File: config.mk
export PLATFORM = sky130hd
export DESIGN_NAME = iec_counter_inputs
export DESIGN_NICKNAME = d
export VERILOG_FILES = /design/src/iec_pkg.sv /design/src/iec_counter_inputs.sv /design/src/iec_sync.sv /design/src/iec_decode.sv
export SDC_FILE = /design/constraint.sdc
export NUM_CORES = 1
export LEC_CHECK = 0
export BUFFER_PORTS_ARGS = -buffer_cell sky130_fd_sc_hd__buf_2
export CORE_MARGIN = 3
export CORE_UTILIZATION = 60
export DETAILED_ROUTE_END_ITERATION = 8
export PLACE_DENSITY = 0.79
export SLEW_MARGIN = 20
export SYNTH_ARGS = -nofsm -noshare
export SYNTH_HDL_FRONTEND = slang
export SYNTH_SLANG_ARGS = --single-unit
File: constraint.sdc
create_clock -name sys_clk -period 12.5 [get_ports sys_clk]
set_clock_uncertainty 0.2 [all_clocks]
set_input_delay 1.25 -clock sys_clk [delete_from_list [all_inputs] [get_ports sys_clk]]
set_output_delay 1.25 -clock sys_clk [all_outputs]
set_load 0.02 [all_outputs]
File: src/iec_pkg.sv
package iec_pkg;

   // ------------------------------------------------------------
   // register map (byte addresses)
   // ------------------------------------------------------------
   localparam logic [7:0] IEC_ADDR_CONFIG = 8'h00;
   localparam logic [7:0] IEC_ADDR_CONTROL = 8'h04;
   localparam logic [7:0] IEC_ADDR_START = 8'h08;
   localparam logic [7:0] IEC_ADDR_CMP_FIRST = 8'h0C;
   localparam logic [7:0] IEC_ADDR_CMP_SECOND = 8'h10;
   localparam logic [7:0] IEC_ADDR_COUNT = 8'h14;
   localparam logic [7:0] IEC_ADDR_CAPTURE = 8'h18;
   localparam logic [7:0] IEC_ADDR_STATUS = 8'h1C;

   // ------------------------------------------------------------
   // field positions
   // ------------------------------------------------------------
   localparam int IEC_CTRL_DIR_DOWN = 0;
   localparam int IEC_CTRL_REARM = 1;
   localparam int IEC_STS_DIR_UP = 0;
   localparam int IEC_STS_CMP_FIRST = 1;
   localparam int IEC_STS_CMP_SECOND = 2;
   localparam int IEC_STS_SYNC_DONE = 3;
   localparam int IEC_STS_CAP_DONE = 4;
   localparam int IEC_STS_TRACK_A = 5;
   localparam int IEC_STS_TRACK_B = 6;
   localparam int IEC_STS_TRACK_N = 7;

   // ------------------------------------------------------------
   // types
   // ------------------------------------------------------------
   typedef enum logic [2:0] {
      IEC_SIG_QUAD_AB, IEC_SIG_QUAD_ABN, IEC_SIG_PULSE_DIR, IEC_SIG_PULSE, IEC_SIG_UP_DOWN
   } iec_sig_t;
   typedef enum logic [1:0] {IEC_EVAL_SINGLE, IEC_EVAL_DOUBLE, IEC_EVAL_QUAD} iec_eval_t;
   typedef enum logic [1:0] {IEC_N_NONE, IEC_N_SYNC, IEC_N_CAPTURE} iec_nreact_t;

   // configuration word, bit 0 upward: enable, type, invert, eval, index reaction, sync periodic, capture once
   typedef struct packed {
      logic capture_once;
      logic sync_periodic;
      logic [1:0] n_react;
      logic [1:0] eval;
      logic invert;
      logic [2:0] sig_type;
      logic enable;
   } iec_cfg_t;
   localparam int IEC_CFG_W = 11;

   // synchronised track levels
   typedef struct packed {
      logic n;
      logic b;
      logic a;
   } iec_track_t;

   // ------------------------------------------------------------
   // reset values
   // ------------------------------------------------------------
   localparam iec_cfg_t IEC_CFG_RESET = 11'h400;  // off, quad A/B, single, capture once
   localparam logic [31:0] IEC_WORD_RESET = 32'h0000_0000;

endpackage : iec_pkg

File: src/iec_counter_inputs.sv
`timescale 1ns/1ps
`default_nettype none
module iec_counter_inputs
   import iec_pkg::*;
#(
   parameter int COUNT_W = 32
) (
   // clock and reset
   input wire logic sys_clk,
   input wire logic reset,
   // encoder tracks (asynchronous pins)
   input wire logic track_a,
   input wire logic track_b,
   input wire logic track_n,
   // avalon-mm slave
   input wire logic [7:0] avs_address,
   input wire logic avs_read,
   input wire logic avs_write,
   input wire logic [31:0] avs_writedata,
   input wire logic [3:0] avs_byteenable,
   output logic [31:0] avs_readdata,
   output logic avs_waitrequest,
   // counter core side
   output logic count_pulse,
   output logic count_up,
   output logic index_event,
   // physical output pin
   output logic second_compare_output
);
   import iec_pkg::*;

   // --------------------------------------------------------------
   // declarations
   // --------------------------------------------------------------
   iec_track_t trk;
   iec_track_t trk_prev;
   iec_cfg_t cfg;
   logic dir_down;
   logic [COUNT_W-1:0] start_value;
   logic [COUNT_W-1:0] cmp_first;
   logic [COUNT_W-1:0] cmp_second;
   logic [COUNT_W-1:0] count;
   logic [COUNT_W-1:0] capture;
   logic [COUNT_W-1:0] next_count;
   logic dir_up;
   logic sync_done;
   logic cap_done;
   logic first_compare_output;
   logic dec_step;
   logic dec_up;
   logic step;
   logic n_rise;
   logic index_used;
   logic do_sync;
   logic do_capture;
   logic bus_req;
   logic bus_done;
   logic wr_cfg;
   logic wr_ctrl;
   logic ctrl_ok;
   logic rearm;
   logic [31:0] rd_word;

   // signed comparison of count against a threshold
   function automatic logic cmp_hit(input logic [COUNT_W-1:0] value, input logic [COUNT_W-1:0] limit);
      cmp_hit = $signed(value) >= $signed(limit);
   endfunction : cmp_hit

   // byte-enable merge of a write into a stored word
   function automatic logic [31:0] be_merge(input logic [31:0] old, input logic [31:0] data,
                                            input logic [3:0] be);
      logic [31:0] res;
      res = old;
      for (int i = 0; i < 4; i++) begin
         if (be[i]) begin
            res[i*8 +: 8] = data[i*8 +: 8];
         end
      end
      be_merge = res;
   endfunction : be_merge

   // --------------------------------------------------------------
   // track synchronisation and edge history
   // --------------------------------------------------------------
   iec_sync #(
      .WIDTH(3)
   ) u_sync (
      .sys_clk(sys_clk),
      .reset(reset),
      .async_in({track_n, track_b, track_a}),
      .sync_out(trk)
   );

   // previous level, taken from the second stage only
   always_ff @(posedge sys_clk or posedge reset) begin
      if (reset) begin
         trk_prev <= '0;
      end else begin
         trk_prev <= trk;
      end
   end

   // --------------------------------------------------------------
   // decoding of counts and direction
   // --------------------------------------------------------------
   iec_decode u_decode (
      .cur(trk),
      .prev(trk_prev),
      .cfg(cfg),
      .dir_down(dir_down),
      .step(dec_step),
      .up(dec_up)
   );

   // inactive channel looks at no track input at all
   assign step = cfg.enable & dec_step;
   assign index_used = cfg.enable & (iec_sig_t'(cfg.sig_type) == IEC_SIG_QUAD_ABN);
   assign n_rise = index_used & trk.n & ~trk_prev.n;

   // index reactions
   assign do_sync = n_rise & (iec_nreact_t'(cfg.n_react) == IEC_N_SYNC) &
                    (cfg.sync_periodic | ~sync_done);
   assign do_capture = n_rise & (iec_nreact_t'(cfg.n_react) == IEC_N_CAPTURE) &
                       (~cfg.capture_once | ~cap_done);

   // --------------------------------------------------------------
   // counter value; start-value load beats a count step
   // --------------------------------------------------------------
   always_comb begin
      next_count = count;
      if (do_sync) begin
         next_count = start_value;
      end else if (step) begin
         next_count = dec_up ? count + 1'b1 : count - 1'b1;
      end
   end

   always_ff @(posedge sys_clk or posedge reset) begin
      if (reset) begin
         count <= '0;
      end else if (!cfg.enable) begin
         count <= '0;
      end else begin
         count <= next_count;
      end
   end

   // direction of the last counted step
   always_ff @(posedge sys_clk or posedge reset) begin
      if (reset) begin
         dir_up <= 1'b0;
      end else if (step) begin
         dir_up <= dec_up;
      end
   end

   // capture register
   always_ff @(posedge sys_clk or posedge reset) begin
      if (reset) begin
         capture <= '0;
      end else if (do_capture) begin
         capture <= count;
      end
   end

   // --------------------------------------------------------------
   // once-only flags; a new event beats a re-arm clear
   // --------------------------------------------------------------
   always_ff @(posedge sys_clk or posedge reset) begin
      if (reset) begin
         sync_done <= 1'b0;
         cap_done <= 1'b0;
      end else if (!cfg.enable) begin
         sync_done <= 1'b0;
         cap_done <= 1'b0;
      end else begin
         if (do_sync) begin
            sync_done <= 1'b1;
         end else if (rearm) begin
            sync_done <= 1'b0;
         end
         if (do_capture) begin
            cap_done <= 1'b1;
         end else if (rearm) begin
            cap_done <= 1'b0;
         end
      end
   end

   // --------------------------------------------------------------
   // comparison outputs
   // --------------------------------------------------------------
   // first compare output exists only as a feedback bit, no pin
   always_ff @(posedge sys_clk or posedge reset) begin
      if (reset) begin
         first_compare_output <= 1'b0;
      end else begin
         first_compare_output <= cfg.enable & cmp_hit(next_count, cmp_first);
      end
   end

   // second compare output drives a pin, silent when inactive
   always_ff @(posedge sys_clk or posedge reset) begin
      if (reset) begin
         second_compare_output <= 1'b0;
      end else begin
         second_compare_output <= cfg.enable & cmp_hit(next_count, cmp_second);
      end
   end

   // --------------------------------------------------------------
   // counter core outputs, registered
   // --------------------------------------------------------------
   always_ff @(posedge sys_clk or posedge reset) begin
      if (reset) begin
         count_pulse <= 1'b0;
         count_up <= 1'b0;
         index_event <= 1'b0;
      end else begin
         count_pulse <= step;
         count_up <= step ? dec_up : count_up;
         index_event <= n_rise;
      end
   end

   // --------------------------------------------------------------
   // bus handshake: one wait cycle, then completion
   // --------------------------------------------------------------
   assign bus_req = avs_read | avs_write;
   assign bus_done = bus_req & ~avs_waitrequest;
   assign wr_cfg = bus_done & avs_write & (avs_address == IEC_ADDR_CONFIG);
   assign ctrl_ok = bus_done & avs_write & cfg.enable;
   assign wr_ctrl = ctrl_ok & (avs_address == IEC_ADDR_CONTROL);
   assign rearm = wr_ctrl & avs_byteenable[0] & avs_writedata[IEC_CTRL_REARM];

   always_ff @(posedge sys_clk or posedge reset) begin
      if (reset) begin
         avs_waitrequest <= 1'b1;
      end else if (bus_req && avs_waitrequest) begin
         avs_waitrequest <= 1'b0;
      end else begin
         avs_waitrequest <= 1'b1;
      end
   end

   // configuration register, writable at any time
   always_ff @(posedge sys_clk or posedge reset) begin
      if (reset) begin
         cfg <= IEC_CFG_RESET;
      end else if (wr_cfg) begin
         cfg <= iec_cfg_t'(IEC_CFG_W'(be_merge({21'h0, cfg}, avs_writedata,
                                               avs_byteenable)));
      end
   end

   // control interface words, dropped while inactive
   always_ff @(posedge sys_clk or posedge reset) begin
      if (reset) begin
         dir_down <= 1'b0;
         start_value <= IEC_WORD_RESET;
         cmp_first <= IEC_WORD_RESET;
         cmp_second <= IEC_WORD_RESET;
      end else if (ctrl_ok) begin
         unique case (avs_address)
            IEC_ADDR_CONTROL: begin
               if (avs_byteenable[0]) begin
                  dir_down <= avs_writedata[IEC_CTRL_DIR_DOWN];
               end
            end
            IEC_ADDR_START: start_value <= be_merge(start_value, avs_writedata, avs_byteenable);
            IEC_ADDR_CMP_FIRST: cmp_first <= be_merge(cmp_first, avs_writedata, avs_byteenable);
            IEC_ADDR_CMP_SECOND: cmp_second <= be_merge(cmp_second, avs_writedata, avs_byteenable);
            default: begin
            end
         endcase
      end
   end

   // --------------------------------------------------------------
   // read multiplexer; feedback reads zero while inactive
   // --------------------------------------------------------------
   always_comb begin
      rd_word = 32'h0000_0000;
      case (avs_address)
         IEC_ADDR_CONFIG: rd_word = {21'h0, cfg};
         IEC_ADDR_CONTROL: rd_word = {31'h0, dir_down};
         IEC_ADDR_START: rd_word = start_value;
         IEC_ADDR_CMP_FIRST: rd_word = cmp_first;
         IEC_ADDR_CMP_SECOND: rd_word = cmp_second;
         IEC_ADDR_COUNT: rd_word = cfg.enable ? count : 32'h0000_0000;
         IEC_ADDR_CAPTURE: rd_word = cfg.enable ? capture : 32'h0000_0000;
         IEC_ADDR_STATUS: begin
            if (cfg.enable) begin
               rd_word[IEC_STS_DIR_UP] = dir_up;
               rd_word[IEC_STS_CMP_FIRST] = first_compare_output;
               rd_word[IEC_STS_CMP_SECOND] = second_compare_output;
               rd_word[IEC_STS_SYNC_DONE] = sync_done;
               rd_word[IEC_STS_CAP_DONE] = cap_done;
               rd_word[IEC_STS_TRACK_A] = trk.a;
               rd_word[IEC_STS_TRACK_B] = trk.b;
               rd_word[IEC_STS_TRACK_N] = trk.n;
            end
         end
         default: rd_word = 32'h0000_0000;
      endcase
   end

   // read data latched with the falling of waitrequest
   always_ff @(posedge sys_clk or posedge reset) begin
      if (reset) begin
         avs_readdata <= 32'h0000_0000;
      end else if (avs_read && avs_waitrequest) begin
         avs_readdata <= rd_word;
      end
   end

endmodule : iec_counter_inputs
`default_nettype wire

File: src/iec_sync.sv
`timescale 1ns/1ps
`default_nettype none
module iec_sync #(
   parameter int WIDTH = 3
) (
   // clock and reset
   input wire logic sys_clk,
   input wire logic reset,
   // levels
   input wire logic [WIDTH-1:0] async_in,
   output logic [WIDTH-1:0] sync_out
);
   logic [WIDTH-1:0] stage1;

   // --------------------------------------------------------------
   // two-flop synchroniser; first stage read only by second
   // --------------------------------------------------------------
   always_ff @(posedge sys_clk or posedge reset) begin
      if (reset) begin
         stage1 <= '0;
         sync_out <= '0;
      end else begin
         stage1 <= async_in;
         sync_out <= stage1;
      end
   end
endmodule : iec_sync
`default_nettype wire

File: src/iec_decode.sv
`timescale 1ns/1ps
`default_nettype none
module iec_decode
   import iec_pkg::*;
(
   // track levels, now and one cycle before
   input wire iec_pkg::iec_track_t cur,
   input wire iec_pkg::iec_track_t prev,
   // settings
   input wire iec_pkg::iec_cfg_t cfg,
   input wire logic dir_down,
   // decoded step
   output logic step,
   output logic up
);
   logic edge_a;
   logic edge_b;
   logic rise_a;
   logic rise_b;
   logic quad_up;
   logic quad_step;

   // edge detection on synchronised tracks
   assign edge_a = cur.a ^ prev.a;
   assign edge_b = cur.b ^ prev.b;
   assign rise_a = cur.a & ~prev.a;
   assign rise_b = cur.b & ~prev.b;

   // --------------------------------------------------------------
   // quadrature: phase order gives direction, eval picks edges
   // --------------------------------------------------------------
   always_comb begin
      quad_step = 1'b0;
      quad_up = 1'b0;
      if (edge_a && !edge_b) begin
         quad_up = cur.a ^ cur.b;
         case (iec_eval_t'(cfg.eval))
            IEC_EVAL_SINGLE: quad_step = ~cur.b;
            IEC_EVAL_DOUBLE: quad_step = 1'b1;
            IEC_EVAL_QUAD: quad_step = 1'b1;
            default: quad_step = 1'b0;
         endcase
      end else if (edge_b && !edge_a) begin
         quad_up = ~(cur.a ^ cur.b);
         quad_step = (iec_eval_t'(cfg.eval) == IEC_EVAL_QUAD);
      end
   end

   // --------------------------------------------------------------
   // signal type selects the decoder
   // --------------------------------------------------------------
   always_comb begin
      step = 1'b0;
      up = 1'b1;
      case (iec_sig_t'(cfg.sig_type))
         IEC_SIG_QUAD_AB, IEC_SIG_QUAD_ABN: begin
            step = quad_step;
            up = quad_up ^ cfg.invert;
         end
         IEC_SIG_PULSE_DIR: begin
            step = rise_a;
            up = ~cur.b;
         end
         IEC_SIG_PULSE: begin
            step = rise_a;
            up = ~dir_down;
         end
         IEC_SIG_UP_DOWN: begin
            step = rise_a ^ rise_b;
            up = rise_a;
         end
         default: begin
            step = 1'b0;
            up = 1'b1;
         end
      endcase
   end
endmodule : iec_decode
`default_nettype wire

==> impl_metrics.toml, run 1 <==
[run_status]
status = "complete, no violations"

[finish]
diodes = 0
finalInstanceArea_mm2 = 0.01474
drive_gt1_share_pct = 17.37
final_nets = 1618
area_growth_pct = 10.83

[power]
p_int_w = 0.001189
power_frac_comb_pct = 8.9
power.density_mw_per_mm2 = 107.4
switchingPower_w = 0.0003933
irDropWorstVdd_uv = 114.7
p_leak_nw = 7.371
sequentialPowerShare_pct = 45.6
swShare_pct = 24.85
p_clk_share_pct = 45.5

[routing]
drc = 0
ant_nets = 0
drt-initial-drc-count = 1108
wire_per_inst_um = 22.02
via_count = 11340
wirelength_um = 38750
dr.pass1.iters = 6
vias_per_cell = 6.442

[clock_tree]
cts_root_buffer = "clkbuf_16"
htreeDepth = 1
post_cts_buffers = 0
cts_buffer_depth = 3
holdBufCountCts = 0
cts_buffers = 24
clkLatencyLatePin_ps = 530
cts_tree = "done"
post_cts_resized = 0
clkTransAtPathRegs_ps = 60
cts.sinks = 221

[yosys]
syn-num-nets = 1553
async_flop_share_pct = 100.0
synth_edf_count = 0
synth_simple_gate_area_share_pct = 12.79
synth_top_area_cell = "dfrtp_1"
synth_seq_cells = 221
synth.area.mux_share_pct = 9.203
synth_warnings = 0
synth.avg_cell_area_um2 = 9.484
yosysSeqAreaShare_pct = 41.61
synth_area_mm2 = 0.01330
synth_compound_area_share_pct = 20.78
ys.flop_type = "dfrtp_1"
synth_top_area_share_pct = 41.22
synth_top_family_by_area = "compound AO/OA/AOI/OAI gates"
synth_cell_type_count = 74
synth_area_leaders = "dfrtp_1 41%, ha_1 9.3%, mux2_2 7.3%, o21ai_0 5.0%, nand2_1 4.9%"
synthXorXnorAreaFrac_pct = 1.976
synth_fa_ha_area_share_pct = 9.466
synthCells = 1402

[placed_design]
placed_area_mm2 = 0.01394
io_buffers = 87
dp_hpwl_um = 28400
place_congestion = 0.9640

[sta]
slew_violations = 0
slew_headroom_pct = 25.75
worstMarginPinSlew_ps = 1110
tns_ps = 0
rsz0062_at_grt = "no"
hold_violations = 0
setup_viol = 0
post-route-min-period_ps = 6523
max_freq_ghz = 0.1533
fin_crit_sh_pct = 52.19

[worst_setup_path]
cp_data_arrival_time_ps = 6750
cp.required_ps = 12730
worstSetupPathType = "reg -> reg"
cp_max_fo = 33
crit_path_start_kind = "register"
critPathCaptureType = "register"

[global_routing]
first_global_vias = 11160
antenna_found_initial = 4
grt_max_degree = 104
overflow = 0
grt_pass1_wl_um = 61840
grt_usage_pct = 32.40

[die]
row_count = 53
die_height_um = 154.9
core_area_mm2 = 0.02142
initial_utilization_pct = 62.08
die_area_mm2 = 0.02398
pin_count = 88
die_w_um = 154.9

[hold_path]
min_path_type = "reg -> reg"

[flow_run]
drv_cap = 0
[cell families after synthesis]
| kind of cell | Yosys count |
|---|---|
| AND/OR/NAND/NOR | 364 |
| adder cells (fa/ha/maj) | 100 |
| multiplexers | 110 |
| buffers and inverters | 141 |
| flip-flops | 221 |
| AO/OA/AOI/OAI | 436 |
| XOR/XNOR | 30 |
[Yosys cell counts (10+ instances only)]
master	count
a22o_1	22
nand2_1	172
buf_2	17
nor2_1	69
nand3_1	13
o21ai_0	132
a21oi_1	95
xnor2_1	20
ha_1	99
nor3_1	15
and2_1	24
inv_1	77
o21bai_1	10
mux2_2	86
a21o_1	24
a22oi_1	31
mux2i_1	15
a31oi_1	14
o21a_1	10
xor2_1	10
dfrtp_1	219
o21ai_1	24
nand4_1	18
clkbuf_1	43
[cell type report]
cell class,count,area (um^2)
Multi-Input combinational cell,1040,7208
Fill cell,1615,6683
Sequential cell,221,5533
Clock buffer,32,640.6
Timing Repair Buffer,103,555.5
Tap cell,275,344.1
Inverter,77,296.5
Clock inverter,12,158.9
[flip-flops by register name, indices dropped and copies added (netlist names), 11 cells and up]
name	flops
capture	32
avs_readdata	32
cmp_first	32
cfg	11
count	32
start_value	32
cmp_second	32
[worst paths after layout]
path	start	to	cells past startpoint	slack (ps)
worst min register to register	u_sync.stage1[1]	u_sync.sync_out[1]	0	170
min in group asynchronous	reset	cmp_second[8]	2	630
worst min-delay path	u_sync.stage1[1]	u_sync.sync_out[1]	0	170
max in group asynchronous	reset	avs_readdata[23]	3	10120
worst max-delay path	u_sync.sync_out[1]	second_compare_output	23	5980
worst max register to register	u_sync.sync_out[1]	second_compare_output	23	5980
[worst max-delay path: stages, from the launching register on]
cell and delay, ps:
dfrtp_1 440, ha_1 350, nor3b_1 150, a21oi_1 170, xor2_1 170, o22a_1 150
buf_4 360, ha_1 380, a211oi_2 320, o211ai_1 170, a21oi_2 280, a211o_1 170
nand2_1 160, a221oi_2 330, xor2_1 230, a21oi_1 130, ha_1 360, nand3_1 90
nor4_1 420, nand3_1 200, or3_1 450, nor3_1 330, nor4b_1 120, a211oi_1 270
[through the flow]
| step | total power, W | hold WS [ps] | utilization [%] | cells | worst slack, ps |
|---|---|---|---|---|---|
| 6_report | 0.001582 | 172.2 | 68.80 | 1760 | 5977 |
| 5_1_grt | 0.001636 | 172.9 | 68.80 | 1760 | 5570 |
| 4_1_cts | 0.001591 | 165.2 | 68.80 | 1760 | 6039 |
| 3_5_place_dp | 0.0008724 | 143.4 | 65.07 | 1716 | 6120 |
| 3_3_place_gp | 0.0008717 | 150.5 | 65.07 | 1716 | 6440 |
| 2_1_floorplan | 0.0008308 | 131.2 | - | 1402 | 5004 |
[power by group through the flow]
stage / sequential (W) / combinational, W / clock [W]
6_report: 0.000721 / 0.000141 / 0.000720
5_1_grt: 0.000721 / 0.000157 / 0.000759
4_1_cts: 0.000721 / 0.000140 / 0.000731
3_5_place_dp: 0.000734 / 0.000138 / 0
3_3_place_gp: 0.000734 / 0.000138 / 0
2_1_floorplan: 0.000734 / 0.0000968 / 0
[layer usage]
metal / track usage, % / up-vias / wire, um
li1: - / 5200 / -
met1: 47.73 / 5462 / 17030
met2: 47.07 / 570 / 16290
met3: 8.901 / 100 / 4029
met4: 9.546 / 6 / 1363
met5: 0 / - / 36
[layout by cell type (no fill, tap or decap), types with 5 or more instances in the layout]
cell and count:
o21ai_0 132, mux2i_1 15, o21bai_1 10, nand4_1 18, nor2_2 7, o211ai_1 9
a31oi_1 14, nor3_1 15, a211o_1 7, nand2b_1 6, o22ai_1 9, a222oi_1 5
xnor2_1 20, clkbuf_1 7, o21ai_1 24, mux2_2 86, a21oi_1 95, a22o_1 22
inv_1 76, a21o_1 24, nand3_1 13, buf_2 87, nor2_1 69, nor2b_1 9
ha_1 99, a22oi_1 31, nand2_1 172, and2_1 24, dfrtp_1 219, and3_1 9
mux2_1 8, a211oi_1 7, buf_4 16, xor2_1 10, clkbuf_16 24, o21a_1 10
Power figures use the tool's default switching activity.
==> inputs of run 2 (changes only) <==
--- a/config.mk
+++ b/config.mk
@@ -7,9 +7,9 @@
 export LEC_CHECK = 0
 export BUFFER_PORTS_ARGS = -buffer_cell sky130_fd_sc_hd__buf_2
 export CORE_MARGIN = 3
-export CORE_UTILIZATION = 60
+export CORE_UTILIZATION = 56
 export DETAILED_ROUTE_END_ITERATION = 8
-export PLACE_DENSITY = 0.79
+export PLACE_DENSITY = 0.78
 export SLEW_MARGIN = 20
 export SYNTH_ARGS = -nofsm -noshare
 export SYNTH_HDL_FRONTEND = slang
==> constraint.sdc (replaced) <==
create_clock -name sys_clk -period 5.7 [get_ports sys_clk]
set_clock_uncertainty 0.2 [all_clocks]
set_input_delay 0.57 -clock sys_clk [delete_from_list [all_inputs] [get_ports sys_clk]]
set_output_delay 0.57 -clock sys_clk [all_outputs]
set_load 0.02 [all_outputs]
==> impl_metrics.toml, run 2 (synthesis gave the netlist of run 1 again) <==
[run_status]
status = "finished with violations"
violations = "setup timing"

[sta]
tns_ps = -23.93
fin_crit_sh_pct = 100.4
slew_headroom_pct = 25.26
setup_viol = 1
worstMarginPinSlew_ps = 1117
post-route-min-period_ps = 5724
slew_violations = 0
max_freq_ghz = 0.1747
hold_violations = 0
layout_setup_ws_ps = -23.93
rsz0062_at_grt = "yes"

[routing]
wirelength_um = 41840
drt-initial-drc-count = 1563
ant_nets = 0
via_count = 12150
dr.pass1.iters = 7
wire_per_inst_um = 22.10
vias_per_cell = 6.417
drc = 0

[worst_setup_path]
ff2ff_path_depth = 25
crit_path_start_kind = "register"
cp_data_arrival_time_ps = 5980
worstSetupPathType = "reg -> reg"
cp_max_fo = 7
worstReg2RegEnd = "second_compare_output"
r2r_start = "u_sync.sync_out[0]"
cp.required_ps = 5960
rrSetupSlack_ps = -20
critPathCaptureType = "register"

[hold_path]
min_path_type = "in -> reg"
hp-start = "avs_write"
hold_depth = 2
hold_end = "avs_waitrequest"

[power]
power_frac_comb_pct = 11.4
sequentialPowerShare_pct = 42.5
p_int_w = 0.002764
swShare_pct = 25.61
switchingPower_w = 0.0009516
p_leak_nw = 7.996
irDropWorstVdd_uv = 250.9
p_clk_share_pct = 46.0
power.density_mw_per_mm2 = 231.0

[finish]
area_growth_pct = 21.00
finalInstanceArea_mm2 = 0.01609
final_nets = 1713
mostFrequentLayoutCell = "dfrtp_1"
diodes = 0
n_fill_cell = 1719
instances_no_fill = 1893
drive_gt1_share_pct = 26.52
layout_common_cells = "219 x dfrtp_1, 171 x nand2_1, 127 x o21ai_0"

[clock_tree]
clkLatencyLatePin_ps = 540
cts_buffer_depth = 3
cts.sinks = 221
cts_buffers = 24
htreeDepth = 1
cts_root_buffer = "clkbuf_16"
cts_tree = "done"
clkTransAtPathRegs_ps = 60

[placed_design]
placed_area_mm2 = 0.01457
place_congestion = 0.9794
dp_hpwl_um = 29460
place_inst = 1830
io_buffers = 87

[die]
pin_count = 88
die_area_mm2 = 0.02563
die_height_um = 160.1
initial_utilization_pct = 57.85
die_w_um = 160.1
core_area_mm2 = 0.02298
row_count = 55

[global_routing]
grt_usage_pct = 30.99
grt_pass1_wl_um = 64040
grt_max_degree = 125
overflow = 0
first_global_vias = 11630
antenna_found_initial = 1

[flow_run]
drv_cap = 0
run 2: repair_timing:
| item | 4_1_cts | 5_1_grt |
|---|---|---|
| resized for setup | 20 | 66 |
| setup buffers | 2 | 13 |
| endpoints found under the hold margin | 3 | 0 |
| pin swaps | 8 | 35 |
| cloned | 0 | 1 |
| hold buffers | 3 | 0 |
| endpoints found under the setup margin | 2 | 2 |
run 2: routing by layer:
| layer | track usage, % | wire (um) |
|---|---|---|
| met5 | 0 | 13 |
| met3 | 6.329 | 4469 |
| met1 | 44.88 | 17400 |
| met4 | 8.994 | 1322 |
| met2 | 47.41 | 18630 |
run 2: worst max path at each step:
| stage | start | end | slack [ps] | cells past startpoint |
|---|---|---|---|---|
| after floorplan | u_sync.sync_out[1] | second_compare_output | 130 | 23 |
| after global placement | u_sync.sync_out[0] | second_compare_output | -30 | 24 |
| after detailed placement | u_sync.sync_out[0] | second_compare_output | -300 | 24 |
| after CTS | u_sync.sync_out[0] | first_compare_output | 7 | 25 |
| after global routing | u_sync.sync_out[1] | second_compare_output | -210 | 25 |
| final | u_sync.sync_out[0] | second_compare_output | -20 | 25 |
run 2: cell type report:
| cell class | count | area [um^2] | area share (%) |
|---|---|---|---|
| clock inverter | 16 | 222.7 | 1.384 |
| timing repair buffer | 198 | 1339 | 8.321 |
| clock buffer | 28 | 655.6 | 4.075 |
| inverter | 77 | 292.8 | 1.820 |
| sequential | 221 | 5533 | 34.39 |
| tap | 313 | 391.6 | 2.434 |
| multi-input combinational | 1040 | 7655 | 47.58 |
run 2: power groups by stage:
stage | sequential (W) | combinational [W] | clock, W
floorplan | 0.00161 | 0.000213 | 0
global placement | 0.00161 | 0.000353 | 0
detailed placement | 0.00161 | 0.000359 | 0
CTS | 0.00158 | 0.000373 | 0.00171
global route | 0.00158 | 0.000457 | 0.00178
finish | 0.00158 | 0.000425 | 0.00171
run 2: per-stage QoR:
step	worst slack, ps	power, W	utilization [%]	hold slack, ps
6_report	-23.93	0.003716	70.00	15.11
5_1_grt	-205.7	0.003818	70.00	20.98
3_3_place_gp	-26.83	0.001962	63.37	132.3
4_1_cts	6.601	0.003664	67.86	4.194
3_5_place_dp	-296.0	0.001968	63.37	166.1
2_1_floorplan	130.2	0.001823	-	131.2
run 2: worst max-delay path, stage by stage, from the launching register on:
cell,delay [ps]
dfrtp_1,420
buf_6,150
xnor2_4,150
nor3b_4,210
a21oi_2,50
xor2_1,140
o22a_2,330
buf_12,180
buf_4,170
ha_2,390
nand2_1,100
o211ai_1,260
a21oi_2,90
a211oi_4,280
o221ai_2,140
xor2_1,190
or3_4,380
a31oi_4,200
ha_4,170
nand3_2,100
nor4_4,320
nand3_2,140
or3_4,440
nor3_4,160
nor4b_2,70
a211oi_1,190
